`src/shared/ctor_defines.vh`:
```
`ifndef CTOR_DEFINES_VH
`define CTOR_DEFINES_VH

// ----------------------------------------------------------------------
// register indices (byte address is four times the index)
// ----------------------------------------------------------------------
`define CTOR_IDX_CLK_ZERO     8'h41
`define CTOR_IDX_CLK_TRAIL    8'h42
`define CTOR_IDX_CLK_POST     8'h43
`define CTOR_IDX_DATA_PREP    8'h44
`define CTOR_IDX_DATA_ZERO    8'h45
`define CTOR_IDX_DATA_TRAIL   8'h46
`define CTOR_IDX_LANE_RATE    8'h48
`define CTOR_IDX_LINK_STATUS  8'h49

// ----------------------------------------------------------------------
// field positions
// ----------------------------------------------------------------------
`define CTOR_OVERRIDE_BIT     7
`define CTOR_VALUE_MSB        6
`define CTOR_RATE_MSB         2
`define CTOR_ALIVE_BIT        0

// ----------------------------------------------------------------------
// reset values, all for the 800 Mbps lane rate
// ----------------------------------------------------------------------
`define CTOR_CLK_ZERO_RST     7'h1B
`define CTOR_CLK_TRAIL_RST    7'h0B
`define CTOR_CLK_POST_RST     7'h0A
`define CTOR_DATA_PREP_RST    7'h06
`define CTOR_DATA_ZERO_RST    7'h0C
`define CTOR_DATA_TRAIL_RST   7'h08
`define CTOR_OVERRIDE_RST     1'b0

// ----------------------------------------------------------------------
// lane rate codes and their scale in eighths of the 800 Mbps rate
// ----------------------------------------------------------------------
`define CTOR_RATE_400         3'h0
`define CTOR_RATE_800         3'h1
`define CTOR_RATE_1200        3'h2
`define CTOR_RATE_1500        3'h3
`define CTOR_RATE_1600        3'h4
`define CTOR_SCALE_400        5'h04
`define CTOR_SCALE_800        5'h08
`define CTOR_SCALE_1200       5'h0C
`define CTOR_SCALE_1500       5'h0F
`define CTOR_SCALE_1600       5'h10

// ----------------------------------------------------------------------
// timing
// ----------------------------------------------------------------------
`define CTOR_SYS_CLK_MHZ      40
`define CTOR_ALIVE_TIMEOUT_NS 1600

// ----------------------------------------------------------------------
// bus responses
// ----------------------------------------------------------------------
`define CTOR_RESP_OKAY        2'h0
`define CTOR_RESP_SLVERR      2'h2

`endif

```
`src/verilog/ctor_lane_timing_regs.v`:
```
`timescale 1ns/1ps
`include "ctor_defines.vh"

// Summary of operation
// - clock-lane zero register: bit 7 override, low 7 bits value, reset 0x1B.
// - clock-lane trail register: bit 7 override, low 7 bits value, reset 0x0B.
// - clock-lane post register: bit 7 override, low 7 bits value, reset 0x0A.
// - data-lane prepare register: bit 7 override, low 7 bits value, reset 0x06.
// - data-lane zero register: bit 7 override, low 7 bits value, reset 0x0C.
// - data-lane trail register: bit 7 override, low 7 bits value, reset 0x08.
// - override clear: value writes ignored, reads return the computed value.
// - override set: value writable, reads return the last written value.
// - defaults match 800 Mbps; computed values follow a new lane rate.
// - all override flags reset to zero, so every timing starts automatic.

module ctor_lane_timing_regs #(
  parameter ADDR_WIDTH = 12                   // axi address width
) (
  input  wire                  sys_clk,       // register clock, 40 MHz
  input  wire                  reset_n,       // asynchronous reset
  input  wire                  laneByteClk,   // lane byte clock from the phy
  input  wire [ADDR_WIDTH-1:0] s_axi_awaddr,  // write address
  input  wire                  s_axi_awvalid, // write address valid
  output wire                  s_axi_awready, // write address ready
  input  wire [31:0]           s_axi_wdata,   // write data
  input  wire [3:0]            s_axi_wstrb,   // write byte enables
  input  wire                  s_axi_wvalid,  // write data valid
  output wire                  s_axi_wready,  // write data ready
  output wire [1:0]            s_axi_bresp,   // write response
  output wire                  s_axi_bvalid,  // write response valid
  input  wire                  s_axi_bready,  // write response ready
  input  wire [ADDR_WIDTH-1:0] s_axi_araddr,  // read address
  input  wire                  s_axi_arvalid, // read address valid
  output wire                  s_axi_arready, // read address ready
  output wire [31:0]           s_axi_rdata,   // read data
  output wire [1:0]            s_axi_rresp,   // read response
  output wire                  s_axi_rvalid,  // read data valid
  input  wire                  s_axi_rready,  // read data ready
  output wire [6:0]            clkZeroValue,  // effective clock zero time
  output wire [6:0]            clkTrailValue, // effective clock trail time
  output wire [6:0]            clkPostValue,  // effective clock post time
  output wire [6:0]            dataPrepValue, // effective data prepare time
  output wire [6:0]            dataZeroValue, // effective data zero time
  output wire [6:0]            dataTrailValue,// effective data trail time
  output wire                  byteClkTick,   // one pulse per byte clock rise
  output wire                  byteClkAlive   // byte clock seen recently
);

  // ----------------------------------------------------------------------
  // constants
  // ----------------------------------------------------------------------
  localparam NUM_TIMINGS  = 6;
  localparam ALIVE_CYCLES = (`CTOR_ALIVE_TIMEOUT_NS * `CTOR_SYS_CLK_MHZ) / 1000;
  localparam [7:0] ALIVE_LIMIT = ALIVE_CYCLES[7:0];
  localparam [41:0] RESET_VALUES = {`CTOR_DATA_TRAIL_RST, `CTOR_DATA_ZERO_RST,
                                    `CTOR_DATA_PREP_RST, `CTOR_CLK_POST_RST,
                                    `CTOR_CLK_TRAIL_RST, `CTOR_CLK_ZERO_RST};

  // ----------------------------------------------------------------------
  // functions
  // ----------------------------------------------------------------------
  // maps a byte address to {hit, slot}; slots 0-5 timing, 6 rate, 7 status
  function [3:0] decodeAddr;
    input [ADDR_WIDTH-1:0] addr;
    reg   [7:0]            idx;
    begin
      idx = addr[9:2];
      decodeAddr = 4'h0;
      if (addr[1:0] == 2'b00 && addr[ADDR_WIDTH-1:10] == 0) begin
        case (idx)
          `CTOR_IDX_CLK_ZERO:    decodeAddr = 4'h8;
          `CTOR_IDX_CLK_TRAIL:   decodeAddr = 4'h9;
          `CTOR_IDX_CLK_POST:    decodeAddr = 4'hA;
          `CTOR_IDX_DATA_PREP:   decodeAddr = 4'hB;
          `CTOR_IDX_DATA_ZERO:   decodeAddr = 4'hC;
          `CTOR_IDX_DATA_TRAIL:  decodeAddr = 4'hD;
          `CTOR_IDX_LANE_RATE:   decodeAddr = 4'hE;
          `CTOR_IDX_LINK_STATUS: decodeAddr = 4'hF;
          default:               decodeAddr = 4'h0;
        endcase
      end
    end
  endfunction

  // scale in eighths of the 800 Mbps rate; unknown codes behave as 800
  function [4:0] rateScale;
    input [2:0] rate;
    begin
      case (rate)
        `CTOR_RATE_400:  rateScale = `CTOR_SCALE_400;
        `CTOR_RATE_1200: rateScale = `CTOR_SCALE_1200;
        `CTOR_RATE_1500: rateScale = `CTOR_SCALE_1500;
        `CTOR_RATE_1600: rateScale = `CTOR_SCALE_1600;
        default:         rateScale = `CTOR_SCALE_800;
      endcase
    end
  endfunction

  // ----------------------------------------------------------------------
  // state
  // ----------------------------------------------------------------------
  reg                  awreadyReg;
  reg                  wreadyReg;
  reg                  bvalidReg;
  reg [1:0]            brespReg;
  reg                  arreadyReg;
  reg                  rvalidReg;
  reg [1:0]            rrespReg;
  reg [31:0]           rdataReg;
  reg                  awHeldReg;
  reg                  wHeldReg;
  reg [ADDR_WIDTH-1:0] awAddrReg;
  reg [7:0]            wByteReg;
  reg                  wStrbReg;
  reg [2:0]            laneRateReg;
  reg [NUM_TIMINGS-1:0] overrideReg;
  reg [41:0]           manualReg;
  reg [41:0]           autoReg;
  reg [41:0]           effectiveReg;
  reg [2:0]            byteClkSyncReg;
  reg                  byteClkLevelReg;
  reg                  tickReg;
  reg [7:0]            aliveCountReg;
  reg                  aliveReg;

  wire       doWrite  = awHeldReg && wHeldReg && !bvalidReg;
  wire [3:0] wrDecode = decodeAddr(awAddrReg);
  wire [3:0] rdDecode = decodeAddr(s_axi_araddr);
  wire       wrByte0  = doWrite && wStrbReg && wrDecode[3];

  // ----------------------------------------------------------------------
  // per-timing override, stored value, computed value and output
  // ----------------------------------------------------------------------
  genvar g;
  generate
    for (g = 0; g < NUM_TIMINGS; g = g + 1) begin : gTiming
      wire [11:0] scaled = RESET_VALUES[7*g +: 7] * rateScale(laneRateReg);
      wire [11:0] rounded = scaled + 12'h004;
      wire        hitMe = wrByte0 && (wrDecode[2:0] == g);

      // override flag and manual value; the value only lands when the same
      // write leaves the flag set, so a write with the flag clear only clears the flag
      always @(posedge sys_clk or negedge reset_n) begin
        if (!reset_n) begin
          overrideReg[g]      <= `CTOR_OVERRIDE_RST;
          manualReg[7*g +: 7] <= RESET_VALUES[7*g +: 7];
        end else if (hitMe) begin
          overrideReg[g] <= wByteReg[`CTOR_OVERRIDE_BIT];
          if (wByteReg[`CTOR_OVERRIDE_BIT]) begin
            manualReg[7*g +: 7] <= wByteReg[`CTOR_VALUE_MSB:0];
          end
        end
      end

      // computed value tracks the lane rate, rounded to whole byte clocks
      always @(posedge sys_clk or negedge reset_n) begin
        if (!reset_n) begin
          autoReg[7*g +: 7] <= RESET_VALUES[7*g +: 7];
        end else begin
          autoReg[7*g +: 7] <= rounded[9:3];
        end
      end

      // value handed to the transmitter; a manual value ignores rate changes
      always @(posedge sys_clk or negedge reset_n) begin
        if (!reset_n) begin
          effectiveReg[7*g +: 7] <= RESET_VALUES[7*g +: 7];
        end else if (overrideReg[g]) begin
          effectiveReg[7*g +: 7] <= manualReg[7*g +: 7];
        end else begin
          effectiveReg[7*g +: 7] <= autoReg[7*g +: 7];
        end
      end
    end
  endgenerate

  // ----------------------------------------------------------------------
  // lane rate select
  // ----------------------------------------------------------------------
  // a new rate changes only the computed values, one cycle later
  always @(posedge sys_clk or negedge reset_n) begin
    if (!reset_n) begin
      laneRateReg <= `CTOR_RATE_800;
    end else if (wrByte0 && wrDecode[2:0] == 3'h6) begin
      laneRateReg <= wByteReg[`CTOR_RATE_MSB:0];
    end
  end

  // ----------------------------------------------------------------------
  // byte clock sampling
  // ----------------------------------------------------------------------
  // three stages; a level change counts once stages two and three agree
  always @(posedge sys_clk or negedge reset_n) begin
    if (!reset_n) begin
      byteClkSyncReg  <= 3'h0;
      byteClkLevelReg <= 1'b0;
      tickReg         <= 1'b0;
    end else begin
      byteClkSyncReg <= {byteClkSyncReg[1:0], laneByteClk};
      tickReg        <= 1'b0;
      if (byteClkSyncReg[1] == byteClkSyncReg[2]) begin
        byteClkLevelReg <= byteClkSyncReg[2];
        tickReg         <= byteClkSyncReg[2] && !byteClkLevelReg;
      end
    end
  end

  // the byte clock stops between frames, so liveness is only a hint
  always @(posedge sys_clk or negedge reset_n) begin
    if (!reset_n) begin
      aliveCountReg <= 8'h00;
      aliveReg      <= 1'b0;
    end else if (tickReg) begin
      aliveCountReg <= 8'h00;
      aliveReg      <= 1'b1;
    end else if (aliveCountReg == ALIVE_LIMIT) begin
      aliveReg <= 1'b0;
    end else begin
      aliveCountReg <= aliveCountReg + 8'h01;
    end
  end

  // ----------------------------------------------------------------------
  // axi4-lite write channels
  // ----------------------------------------------------------------------
  // address and data are caught separately; the write lands the cycle after
  // both are held, and neither ready rises again until the response is taken
  always @(posedge sys_clk or negedge reset_n) begin
    if (!reset_n) begin
      awreadyReg <= 1'b1;
      wreadyReg  <= 1'b1;
      awHeldReg  <= 1'b0;
      wHeldReg   <= 1'b0;
      awAddrReg  <= {ADDR_WIDTH{1'b0}};
      wByteReg   <= 8'h00;
      wStrbReg   <= 1'b0;
      bvalidReg  <= 1'b0;
      brespReg   <= `CTOR_RESP_OKAY;
    end else begin
      if (s_axi_awvalid && awreadyReg) begin
        awHeldReg  <= 1'b1;
        awAddrReg  <= s_axi_awaddr;
        awreadyReg <= 1'b0;
      end
      if (s_axi_wvalid && wreadyReg) begin
        wHeldReg  <= 1'b1;
        wByteReg  <= s_axi_wdata[7:0];
        wStrbReg  <= s_axi_wstrb[0];
        wreadyReg <= 1'b0;
      end
      if (doWrite) begin
        awHeldReg <= 1'b0;
        wHeldReg  <= 1'b0;
        bvalidReg <= 1'b1;
        brespReg  <= wrDecode[3] ? `CTOR_RESP_OKAY : `CTOR_RESP_SLVERR;
      end
      if (bvalidReg && s_axi_bready) begin
        bvalidReg  <= 1'b0;
        awreadyReg <= 1'b1;
        wreadyReg  <= 1'b1;
      end
    end
  end

  // ----------------------------------------------------------------------
  // axi4-lite read channels
  // ----------------------------------------------------------------------
  // read data is captured at the address handshake and held until taken
  always @(posedge sys_clk or negedge reset_n) begin
    if (!reset_n) begin
      arreadyReg <= 1'b1;
      rvalidReg  <= 1'b0;
      rrespReg   <= `CTOR_RESP_OKAY;
      rdataReg   <= 32'h0000_0000;
    end else begin
      if (s_axi_arvalid && arreadyReg) begin
        arreadyReg <= 1'b0;
        rvalidReg  <= 1'b1;
        rrespReg   <= rdDecode[3] ? `CTOR_RESP_OKAY : `CTOR_RESP_SLVERR;
        rdataReg   <= 32'h0000_0000;
        if (rdDecode[3]) begin
          case (rdDecode[2:0])
            3'h6:    rdataReg[`CTOR_RATE_MSB:0] <= laneRateReg;
            3'h7:    rdataReg[`CTOR_ALIVE_BIT] <= aliveReg;
            default: begin
              rdataReg[`CTOR_OVERRIDE_BIT] <= overrideReg[rdDecode[2:0]];
              rdataReg[`CTOR_VALUE_MSB:0]  <= overrideReg[rdDecode[2:0]] ?
                manualReg[7*rdDecode[2:0] +: 7] :
                autoReg[7*rdDecode[2:0] +: 7];
            end
          endcase
        end
      end
      if (rvalidReg && s_axi_rready) begin
        rvalidReg  <= 1'b0;
        arreadyReg <= 1'b1;
      end
    end
  end

  // ----------------------------------------------------------------------
  // outputs, all straight from flops
  // ----------------------------------------------------------------------
  assign s_axi_awready  = awreadyReg;
  assign s_axi_wready   = wreadyReg;
  assign s_axi_bresp    = brespReg;
  assign s_axi_bvalid   = bvalidReg;
  assign s_axi_arready  = arreadyReg;
  assign s_axi_rdata    = rdataReg;
  assign s_axi_rresp    = rrespReg;
  assign s_axi_rvalid   = rvalidReg;
  assign clkZeroValue   = effectiveReg[6:0];
  assign clkTrailValue  = effectiveReg[13:7];
  assign clkPostValue   = effectiveReg[20:14];
  assign dataPrepValue  = effectiveReg[27:21];
  assign dataZeroValue  = effectiveReg[34:28];
  assign dataTrailValue = effectiveReg[41:35];
  assign byteClkTick    = tickReg;
  assign byteClkAlive   = aliveReg;

endmodule // ctor_lane_timing_regs

```
`config.mk`:
```
export PLATFORM = sky130hd
export DESIGN_NAME = ctor_lane_timing_regs
export DESIGN_NICKNAME = d
export VERILOG_FILES = /design/src/verilog/ctor_lane_timing_regs.v
export VERILOG_INCLUDE_DIRS = /design/src /design/src/shared
export SDC_FILE = /design/constraint.sdc
export NUM_CORES = 1
export LEC_CHECK = 0
export ABC_AREA = 1
export BUFFER_PORTS_ARGS = -buffer_cell sky130_fd_sc_hd__buf_2
export CAP_MARGIN = 40
export CORE_MARGIN = 1
export CORE_UTILIZATION = 40
export DETAILED_ROUTE_END_ITERATION = 10
export HOLD_SLACK_MARGIN = 0.1
export PLACE_DENSITY_LB_ADDON = 0.15
export SLEW_MARGIN = 20
export SYNTH_ARGS = -nofsm -noshare
export SYNTH_HDL_FRONTEND = slang
export SYNTH_SLANG_ARGS = --single-unit
```
`constraint.sdc`:
```
create_clock -name sys_clk -period 4.3 [get_ports sys_clk]
set_clock_uncertainty 0.15 [all_clocks]
set_input_delay 0.86 -clock sys_clk [delete_from_list [all_inputs] [get_ports sys_clk]]
set_output_delay 0.86 -clock sys_clk [all_outputs]
set_load 0.01 [all_outputs]
```
### Yosys cells after proc, flatten, opt, wreduce, memory -nomap -nowiden

Cells that the tools add are included.

* register bits: 187
* output and inout port bits: 85
* logic and storage cells: 169

* add/sub/neg operators: 7
* multiply operators: 6
* $lt $le $gt $ge: 1
* eq/ne operators: 30
* shifts and indexed selects: 2
* multiplexer cells: 39
* reductions and logical operators: 41

Operator list (count)
* $eq A8 B7 Y1 const B: 17
* $shiftx A42 B7 Y7: 2
* $pmux W4 S8: 2
* $mux W7: 7
* $add A9 B3 Y10 const B: 3
* $mux W8: 3
* $pmux W5 S4: 1
* $logic_and A1 B1 Y1: 19
* $add A8 B3 Y9 const B: 2
* $eq A3 B3 Y1 const B: 6
* $mux W1: 18
* $mul A2 B5 Y7 const A: 2
* $reduce_bool A2 Y1: 7
* $eq A3 B2 Y1 const B: 4
* $reduce_and A2 Y1: 6
* $add A10 B3 Y10 const B: 1
* $mul A5 B5 Y10 const A: 1
* $mul A4 B5 Y9 const A: 1
* $add A8 B1 Y8 const B: 1
* $logic_not A2 Y1: 4
* $mul A3 B5 Y8 const A: 1
* $mux W4: 2
* $logic_not A3 Y1: 2
* $mul A3 B3 Y6 const A: 1
* other kinds (11): 13

### Longest topological paths before layout

Gate-level depths: netlist (run 1).

* depth after elaboration: 8
* gate-level depth with buffers: 19
* depth with buffers taken out: 19

### Least setup slack after synthesis (run 1)

Ideal clock, no wire load.

* kind: register to register
* start point: register laneRateReg[0]
* end point: register autoReg[12]
* arrival time: 2.833 ns
* data required time: 4.023 ns
* slack: 1.190 ns
* cell stages (with the launch flop): 11
* buffers on the path: 0
* cell sequence: dfstp_2 > inv_1 > nor2_1 > ha_1 > fa_1 > ha_1 > ha_1 > a221oi_1 > o21bai_1 > nor2_1 > a21oi_1

* word-level cells in the longest chain between the ends: 4
* elaborated cells on any way between the ends: 7

Ends and longest elaborated chain
* start: declaration: RTL line ctor_lane_timing_regs.v:115 `reg [2:0] laneRateReg;`
* start signal: assignment: RTL line ctor_lane_timing_regs.v:183 `` laneRateReg <= `CTOR_RATE_800; ``
* start signal: assignment: RTL line ctor_lane_timing_regs.v:185 `` laneRateReg <= wByteReg[`CTOR_RATE_MSB:0]; ``
* $eq A3 B3 Y1, or another cell as far along: RTL line ctor_lane_timing_regs.v:89 `case (rate)`
* $pmux W5 S4 *: RTL line ctor_lane_timing_regs.v:89
* $mul A4 B5 Y9 *: RTL line ctor_lane_timing_regs.v:137 `wire [11:0] scaled = RESET_VALUES[7*g +: 7] * rateScale(laneRateReg);`
* $add A9 B3 Y10 *: RTL line ctor_lane_timing_regs.v:138 `wire [11:0] rounded = scaled + 12'h004;`
* via gTiming[1].rounded[8]: RTL line ctor_lane_timing_regs.v:138
* end signal: indexed assignment: RTL line ctor_lane_timing_regs.v:158 `autoReg[7*g +: 7] <= RESET_VALUES[7*g +: 7];`
* end signal: indexed assignment: RTL line ctor_lane_timing_regs.v:160 `autoReg[7*g +: 7] <= rounded[9:3];`
* end: declaration: RTL line ctor_lane_timing_regs.v:118 `reg [41:0] autoReg;`

Mark *: on every way through the listed nets, which the timed path passes. The rest lies on a longest branch.
A chain may end at the register's enable or synchronous reset.

### Final worst setup path (run 1)

* start point: register laneRateReg[1]
* end point: register autoReg[12]

Same word-level chain as after synthesis.

==> results_dict.tcl, run 1 <==
set metrics [dict create \
    holdBufCountCts 0 \
    cp_slowest_cell "dfrtp_1" \
    power_density_nw_per_um2 442.2 \
    ctsResizeCount 0 \
    ioPinCount 153 \
    drive_above_1_share_pct 18.96 \
    ys_types 49 \
    drt-vias-per-instance 4.756 \
    fp.dieW_um 146.5 \
    cap_violations 0 \
    drcViolationCount 0 \
    synth_fa_ha_area_share_pct 3.684 \
    clkSinkCount 173 \
    cp_cell_sequence "nor2_1 -> inv_1 -> ha_1 -> fa_1 -> ha_1 -> ha_1 -> a221oi_1 -> o21bai_1 -> nor2_1 -> a21oi_1" \
    synth_edf_count 0 \
    port_buffers 99 \
    crit_family "adder cells" \
    antenna_left 0 \
    power_frac_comb_pct 14.8 \
    syn_avg_cell_area_um2 8.526 \
    arrival_ns 3.35 \
    relSlewSlack_pct 44.60 \
    cts_buffers 17 \
    max_freq_mhz 313.2 \
    grtUsageTotal_pct 20.31 \
    startpoint_type "register" \
    slowest_delay_ns 0.46 \
    ys_seq_area_share_pct 52.47 \
    grt_pass1_wl_um 33360 \
    tightest_slew_ns 0.8280 \
    ir_worst_vdd_mv 0.2614 \
    num_vias 6501 \
    worst-path-buf-inv 1 \
    synth_common_cells "nand2_1, dfrtp_1, inv_1" \
    worstSetupPathType "register to register" \
    wire_per_inst_um 14.96 \
    status "complete, no violations" \
    n_fill_cell 2027 \
    p_sw_share_pct 28.68 \
    clkLatencyLatePin_ns 0.43 \
    drtPass1Iterations 7 \
    antennaDiodeCount 0 \
    synth.most_common_cell "nand2_1" \
    drt_first_iter_violations 366 \
    cts_tree "yes" \
    place_congestion 0.8518 \
    grt_use_met2_pct 32.55 \
    multi_input_area_um2 3296 \
    synth-main-ff-cell "dfrtp_1" \
    final_nets 1174 \
    synth_top_area_share_pct 38.63 \
    finalCriticalPeriod_ns 3.193 \
    overflow 0 \
    hold_violations 0 \
    synth_top_area_cell "dfrtp_1" \
    regArea_um2 4384 \
    slew_viol_final 0 \
    utilization_pct 47.55 \
    yosys_warnings 0 \
    synth_xor_area_share_pct 1.572 \
    cp_max_fo 10 \
    grt_busiest_layer "met2" \
    intPower_uw 3054 \
    grt_pass1_vias 6296 \
    dieArea_um2 21470 \
    grt_max_degree 81 \
    grt_use_met1_pct 27.78 \
    pwr-share-seq_pct 45.0 \
    ys_ff_latch 173 \
    hpwl_um 14960 \
    row_count 52 \
    finalSetupTns_ns 0 \
    postSynth.asyncResetShare_pct 100.0 \
    synth_compound_area_share_pct 8.745 \
    crit_top_cell "ha_1" \
    fin_crit_sh_pct 74.25 \
    endpoint_kind "register" \
    rrSetupSlack_ns 1.11 \
    holdWs_ns 0.1989 \
    yosys-top-cells-area "dfrtp_1, dfstp_2, nand2_1, o21ai_0, inv_1" \
    postCtsSetupRepairBufs 0 \
    area_delta_synth_final_pct 15.89 \
    syn_inst 980 \
    yosys-mux-area-fraction_pct 0.1348 \
    cts.htree.levels 4 \
    core_area_um2 20360 \
    cts_root_buf "clkbuf_16" \
    clkTransAtPathRegs_ns 0.07 \
    p_leak_uw 0.004889 \
    yosys.area_share.simple_pct 23.91 \
    wirelength_um 20450 \
    max-clock-path-buffers 2 \
    finalSetupViolations 0 \
    clkPwrFrac_pct 40.2 \
    synth_top_family_by_area "simple AND/OR/NAND/NOR gates" \
    worstPathRequired_ns 4.46 \
    p_switching_uw 1228 \
    hold_class "register to register" \
    grt_use_met3_pct 3.688 \
    grt_setup_unrepaired "false" \
    antenna_found_initial 0 \
    synth_area_um2 8356 \
    die_h_um 146.5 \
    start_util_pct 41.03 \
]
final cells by class:
type | instances | area share (%)
clock inverters | 13 | 2.171
clock buffers | 19 | 4.678
well taps | 270 | 3.489
inverters | 118 | 4.574
multi-input cells | 669 | 34.04
repair buffers | 105 | 5.776
flip-flops and latches | 173 | 45.28
path summary, 6_finish.rpt:
kind / from / endpoint / depth (start not counted)
worst max-delay path: laneRateReg[1] / autoReg[12] / 10
worst min-delay path: byteClkSyncReg[0] / byteClkSyncReg[1] / 0
worst max register to register: laneRateReg[1] / autoReg[12] / 10
worst min register to register: byteClkSyncReg[0] / byteClkSyncReg[1] / 0
max in group asynchronous: reset_n / s_axi_arready / 2
min in group asynchronous: reset_n / awAddrReg[8] / 1
flip-flops by register name, indices dropped and copies added (netlist names), 3 cells and up:
signal,flops
manualReg,42
autoReg,28
awAddrReg,12
aliveCountReg,8
s_axi_rdata,8
wByteReg,8
clkPostValue,7
clkTrailValue,7
clkZeroValue,7
dataPrepValue,7
dataTrailValue,7
dataZeroValue,7
overrideReg,6
byteClkSyncReg,3
laneRateReg,3
metrics by stage:
stage          total power [µW]  setup slack [ns]  cell area (µm²)  std cells
3_5_place_dp               2588            0.7677             9020       1335
4_1_cts                    4308             1.061             9683       1367
2_1_floorplan              2347             1.190             8468       1010
3_3_place_gp               2575            0.7548             9020       1335
5_1_grt                    4485            0.8439             9683       1367
6_report                   4282             1.107             9683       1367
power groups by stage:
stage          combinational [µW]  sequential, µW  clock (µW)
6_report                      634            1930        1720
3_5_place_dp                  637            1950           0
3_3_place_gp                  629            1950           0
5_1_grt                       717            1950        1820
4_1_cts                       641            1920        1740
2_1_floorplan                 408            1940           0
cells in the final DEF, fill, tap and decap left out, types with 3 or more instances in the layout:
cell type	synthesis	layout
o21ai_0	91	91
nand2_2	5	5
ha_1	19	19
a31oi_1	3	3
o211ai_1	4	4
xnor2_1	4	4
xor2_1	11	11
inv_1	114	114
nor3_1	14	14
clkbuf_16	0	17
dfrtp_1	129	129
bufinv_16	0	5
nand3_2	3	3
nand3_1	56	56
nand2_4	3	3
a21oi_1	10	10
o21ai_1	20	20
nor2_1	49	49
buf_4	29	5
nand2_1	308	308
nand3b_1	3	3
nand4_1	5	5
conb_1	1	31
fa_1	3	3
dfstp_2	44	44
nor2_4	3	3
buf_2	3	98
kinds of logic (layout without fill, tap and decap cells):
group,Yosys count,in the layout
other,1,31
adder cells (fa/ha/maj),23,23
AND/OR/NAND/NOR,462,462
flip-flops,173,173
buffers and inverters,168,255
multiplexers,1,1
AO/OA/AOI/OAI,137,137
XOR/XNOR,15,15
routing by layer:
layer | vias up | part of all wire [%] | wire [µm]
li1 | 3253 | - | -
met1 | 3077 | 47 | 9661
met2 | 149 | 47 | 9602
met3 | 22 | 4.0 | 815
met4 | 0 | 1.8 | 373
met5 | - | 0 | 0
Note: power is estimated with default switching activity, not from simulation.
==> run 2: changes to the inputs <==
==> constraint.sdc (replaced) <==
create_clock -name sys_clk -period 3.1 [get_ports sys_clk]
set_clock_uncertainty 0.15 [all_clocks]
set_input_delay 0.62 -clock sys_clk [delete_from_list [all_inputs] [get_ports sys_clk]]
set_output_delay 0.62 -clock sys_clk [all_outputs]
set_load 0.01 [all_outputs]
==> results_dict.tcl, run 2 (synthesized netlist as in run 1, its figures left out) <==
set metrics [dict create \
    cp.depth 10 \
    fin_crit_sh_pct 94.70 \
    cp_slowest_cell "dfrtp_2" \
    final_common_cell "nand2_1" \
    drive_above_1_share_pct 20.45 \
    status "complete, no violations" \
    cap_violations 0 \
    hpwl_um 15310 \
    clkPwrFrac_pct 39.1 \
    wire_per_inst_um 14.79 \
    grtUsageTotal_pct 20.21 \
    worstPathRequired_ns 3.30 \
    die_h_um 146.5 \
    rr_endpoint "autoReg[11]" \
    max-clock-path-buffers 2 \
    max_freq_mhz 340.6 \
    power_frac_comb_pct 15.1 \
    cp_cell_sequence "buf_4 -> nand2_1 -> nor2_2 -> ha_1 -> fa_1 -> ha_1 -> ha_1 -> inv_1 -> o31ai_1 -> xor2_1" \
    clkSinkCount 173 \
    core_area_um2 20360 \
    worst-path-buf-inv 2 \
    relSlewSlack_pct 61.62 \
    p_sw_share_pct 29.30 \
    slowest_delay_ns 0.44 \
    postCtsSetupRepairBufs 0 \
    drtPass1Iterations 5 \
    cp_max_fo 4 \
    finalSetupTns_ns 0 \
    crit_family "adder cells" \
    wirelength_um 20480 \
    finalCriticalPeriod_ns 2.936 \
    cts_root_buf "clkbuf_16" \
    slew_viol_final 0 \
    antenna_found_initial 0 \
    arrival_ns 3.13 \
    final_cell_mix "nand2_1, dfrtp_1, inv_1, buf_2, o21ai_0" \
    p_switching_uw 1707 \
    finalWorstSetupSlack_ns 0.1642 \
    cts.htree.levels 4 \
    drt_first_iter_violations 453 \
    hold_violations 0 \
    finalSetupViolations 0 \
    endpoint_kind "register" \
    grt_setup_unrepaired "false" \
    drt-vias-per-instance 4.723 \
    clkLatencyLatePin_ns 0.43 \
    num_vias 6542 \
    cp-startpoint "laneRateReg[1]" \
    worstSetupPathType "register to register" \
    top_regs "manualReg x42, autoReg x28, awAddrReg x12" \
    grt_max_degree 63 \
    largest_reg_flops 42 \
    cts_tree "yes" \
    place_congestion 0.9059 \
    antenna_left 0 \
    drcViolationCount 0 \
    final_nets 1192 \
    r2r_cells 10 \
    n_fill_cell 1963 \
    fp.dieW_um 146.5 \
    hold_class "input port to register" \
    grt_pass1_wl_um 33480 \
    grt_pass1_vias 6417 \
    area_delta_synth_final_pct 17.36 \
    port_buffers 99 \
    power_density_nw_per_um2 594.1 \
    startpoint_type "register" \
    ioPinCount 153 \
    crit_top_cell "ha_1" \
    cts_buffers 17 \
    tightest_slew_ns 0.5757 \
    regMostFlops "manualReg" \
    pre_cts_ws_ns 0.1264 \
    pwr-share-seq_pct 45.8 \
    clkTransAtPathRegs_ns 0.07 \
    rrSetupSlack_ns 0.16 \
    reg2reg_from "laneRateReg[1]" \
    antennaDiodeCount 0 \
    overflow 0 \
    row_count 52 \
    p_leak_uw 0.004957 \
    start_util_pct 41.03 \
    intPower_uw 4119 \
    crit_end "autoReg[11]" \
    dieArea_um2 21470 \
    ir_worst_vdd_mv 0.4166 \
]
[run 2: cell types whose count changed in the layout (fill, tap and decap cells not counted), moves of 2 or more]
| cell | previous run | this run |
|---|---|---|
| clkbuf_1 | 0 | 2 |
| buf_4 | 5 | 21 |
| nor2_1 | 49 | 47 |
| clkbuf_8 | 2 | 0 |
| clkinvlp_4 | 2 | 4 |
| nor2_2 | 2 | 4 |
[run 2: cell type report]
| cell class | count | area [µm²] | share of cell area (%) |
|---|---|---|---|
| clock buffers | 19 | 432.9 | 4.415 |
| clock inverters | 13 | 190.2 | 1.940 |
| inverters | 118 | 442.9 | 4.517 |
| multi-input cells | 669 | 3307 | 33.72 |
| flip-flops and latches | 173 | 4385 | 44.72 |
| well taps | 270 | 337.8 | 3.445 |
| repair buffers | 123 | 709.4 | 7.235 |
[run 2: worst min-delay path by stage]
stage	start	to	slack [ns]	cells past startpoint
global route	laneByteClk	byteClkSyncReg[0]	0.12	1
finish	laneByteClk	byteClkSyncReg[0]	0.14	1
CTS	laneByteClk	byteClkSyncReg[0]	0.12	1
global placement	byteClkSyncReg[0]	byteClkSyncReg[1]	0.18	0
floorplan	reset_n	aliveCountReg[0]	0.17	0
detailed placement	byteClkSyncReg[0]	byteClkSyncReg[1]	0.19	0
[run 2: power by group through the flow]
| stage | sequential (µW) | combinational (µW) | clock [µW] |
|---|---|---|---|
| 2_1_floorplan | 2690 | 567 | 0 |
| 3_3_place_gp | 2700 | 881 | 0 |
| 3_5_place_dp | 2710 | 889 | 0 |
| 4_1_cts | 2670 | 895 | 2310 |
| 5_1_grt | 2700 | 1010 | 2410 |
| 6_report | 2670 | 880 | 2280 |
[run 2: worst register-to-register path, cell delays in order (launching register included)]
cell and delay (ns):
dfrtp_2 0.44, buf_4 0.15, nand2_1 0.12, nor2_2 0.06, ha_1 0.33, fa_1 0.40, ha_1 0.28, ha_1 0.32
inv_1 0.07, o31ai_1 0.35, xor2_1 0.19
[run 2: timing repair]
action                                 in CTS  in global routing
setup endpoints to repair                   0                  2
hold buffers                                1                  0
gates resized for setup                     0                  4
endpoints found under the hold margin      44                  0
[run 2: stage by stage]
step / hold WS, ns / cell area, µm² / power [µW] / instances / util (%)
finish: 0.1376 / 9806 / 5826 / 1385 / 48.15
global route: 0.1240 / 9806 / 6120 / 1385 / 48.15
CTS: 0.1214 / 9796 / 5877 / 1385 / 48.10
detailed placement: 0.1918 / 9163 / 3594 / 1352 / 44.99
global placement: 0.1818 / 9163 / 3581 / 1352 / 44.99
floorplan: 0.1744 / 8471 / 3255 / 1010 / -
[run 2: routing by layer]
metal | vias up | track usage, % | routed length, µm
met3 | 26 | 3.625 | 986
met2 | 182 | 32.10 | 9595
met5 | - | 0 | 0
met1 | 3043 | 27.32 | 9461
met4 | 0 | 8.177 | 434
li1 | 3291 | - | -
==> run 3: changes to the inputs <==
--- a/config.mk
+++ b/config.mk
@@ -9,6 +9,8 @@
 export ABC_AREA = 1
 export BUFFER_PORTS_ARGS = -buffer_cell sky130_fd_sc_hd__buf_2
 export CAP_MARGIN = 40
+export CELL_PAD_IN_SITES_DETAIL_PLACEMENT = 1
+export CELL_PAD_IN_SITES_GLOBAL_PLACEMENT = 1
 export CORE_MARGIN = 1
 export CORE_UTILIZATION = 40
 export DETAILED_ROUTE_END_ITERATION = 10
==> results_dict.tcl, run 3 (synthesized netlist as in run 1, its figures left out) <==
set metrics [dict create \
    tightest_slew_ns 0.6483 \
    port_buffers 99 \
    clkSinkCount 173 \
    status "complete, no violations" \
    cp_max_fo 4 \
    finalSetupTns_ns 0 \
    cts_root_buf "clkbuf_16" \
    grt_pass1_wl_um 37840 \
    rr_endpoint "autoReg[12]" \
    grt_setup_unrepaired "false" \
    rrSetupSlack_ns 0.20 \
    finalCriticalPeriod_ns 2.895 \
    antennaDiodeCount 0 \
    clkPwrFrac_pct 37.6 \
    max-clock-path-buffers 2 \
    drcViolationCount 0 \
    cp-startpoint "laneRateReg[0]" \
    drt-vias-per-instance 4.864 \
    p_sw_share_pct 30.51 \
    ir_worst_vdd_mv 0.3707 \
    fp.dieW_um 146.5 \
    hpwl_um 17400 \
    start_util_pct 41.03 \
    wire_per_inst_um 16.63 \
    drive_above_1_share_pct 20.59 \
    intPower_uw 3989 \
    wirelength_um 23060 \
    postCtsSetupRepairBufs 0 \
    place_area_um2 9178 \
    startpoint_type "register" \
    die_h_um 146.5 \
    endpoint_kind "register" \
    dieArea_um2 21470 \
    worstSetupPathType "register to register" \
    regMostFlops "manualReg" \
    grtUsageTotal_pct 22.89 \
    hold_violations 0 \
    relSlewSlack_pct 56.78 \
    crit_end "autoReg[12]" \
    core_area_um2 20360 \
    overflow 0 \
    cap_violations 0 \
    p_leak_uw 0.004971 \
    arrival_ns 3.04 \
    clkLatencyLatePin_ns 0.42 \
    final_nets 1194 \
    num_vias 6747 \
    ioPinCount 153 \
    grt_max_degree 68 \
    power_frac_comb_pct 15.7 \
    worstPathRequired_ns 3.25 \
    max_freq_mhz 345.4 \
    grt_pass1_vias 7146 \
    final_common_cell "nand2_1" \
    row_count 52 \
    cts_tree "yes" \
    place_congestion 0.8391 \
    finalSetupViolations 0 \
    pwr-share-seq_pct 46.7 \
    cts.htree.levels 4 \
    largest_reg_flops 42 \
    drt_first_iter_violations 308 \
    r2r_cells 10 \
    antenna_left 0 \
    hold_class "input port to register" \
    reg2reg_from "laneRateReg[0]" \
    cts_buffers 17 \
    p_switching_uw 1752 \
    fin_crit_sh_pct 93.39 \
    final_area_um2 9793 \
    slew_viol_final 0 \
    top_regs "manualReg x42, autoReg x28, awAddrReg x12" \
    final_cell_mix "nand2_1, dfrtp_1, inv_1, buf_2, o21ai_0" \
    power_density_nw_per_um2 586.2 \
    area_delta_synth_final_pct 17.21 \
    drtPass1Iterations 4 \
    antenna_found_initial 0 \
    n_fill_cell 2438 \
    clkTransAtPathRegs_ns 0.07 \
]
## run 3: cell types whose count changed in the layout (fill, tap and decap cells not counted), moves of 2 or more
| cell | previous run | this run |
|---|---|---|
| clkinvlp_4 | 4 | 1 |
| bufinv_16 | 4 | 2 |
| clkinv_4 | 2 | 5 |
| buf_4 | 21 | 23 |
| clkbuf_1 | 2 | 0 |
## run 3: metrics by stage
step | setup WS (ns) | utilization (%) | total power [µW] | hold slack (ns) | instances
floorplan | 0.1396 | - | 3255 | 0.1744 | 1010
global placement | 0.1921 | 45.07 | 3593 | 0.1835 | 1354
detailed placement | 0.1670 | 45.07 | 3633 | 0.1863 | 1354
CTS | 0.1443 | 48.05 | 5822 | 0.1405 | 1387
global route | 0.02173 | 48.09 | 6047 | 0.1425 | 1387
finish | 0.2048 | 48.09 | 5741 | 0.1603 | 1387
## run 3: routing by layer
metal | wire length (µm) | vias up | track usage [%]
met5 | 0 | - | 0
met4 | 444 | 0 | 6.510
met3 | 725 | 25 | 3.469
met2 | 11220 | 119 | 38.76
met1 | 10670 | 3299 | 30.38
li1 | - | 3304 | -
## run 3: worst max-delay path, cell delays in order (launching register included)
cell      delay, ns
dfstp_2        0.56
inv_1          0.07
nor2_2         0.12
ha_1           0.27
fa_1           0.42
ha_1           0.30
ha_1           0.31
a221oi_1       0.31
o21bai_1       0.12
nor2_1         0.10
a21oi_1        0.05
## run 3: worst min path at each step
stage | from | endpoint | slack [ns] | cells past startpoint
4_1_cts | laneByteClk | byteClkSyncReg[0] | 0.14 | 1
3_3_place_gp | byteClkSyncReg[0] | byteClkSyncReg[1] | 0.18 | 0
3_5_place_dp | byteClkSyncReg[0] | byteClkSyncReg[1] | 0.19 | 0
6_report | laneByteClk | byteClkSyncReg[0] | 0.16 | 1
2_1_floorplan | reset_n | aliveCountReg[0] | 0.17 | 0
5_1_grt | laneByteClk | byteClkSyncReg[0] | 0.14 | 1
## run 3: repair_timing
item	4_1_cts	5_1_grt
endpoints found under the hold margin	48	0
hold buffers	1	0
resized for setup	0	2
setup endpoints to repair	0	2
## run 3: power groups by stage
stage                     registers [µW]  logic, µW  clock network, µW
after global routing                2710       1030               2310
final                               2680        902               2160
after floorplan                     2690        567                  0
after global placement              2700        889                  0
after CTS                           2680        926               2210
after detailed placement            2720        914                  0
## run 3: area by class of cell
cell class | count | area (µm²) | area share, %
clock buffer | 18 | 439.2 | 4.484
clock inverter | 14 | 158.9 | 1.623
inverter | 118 | 442.9 | 4.523
multi-input combinational | 669 | 3306 | 33.75
sequential | 173 | 4384 | 44.77
tap | 270 | 337.8 | 3.450
timing repair buffer | 125 | 724.4 | 7.397
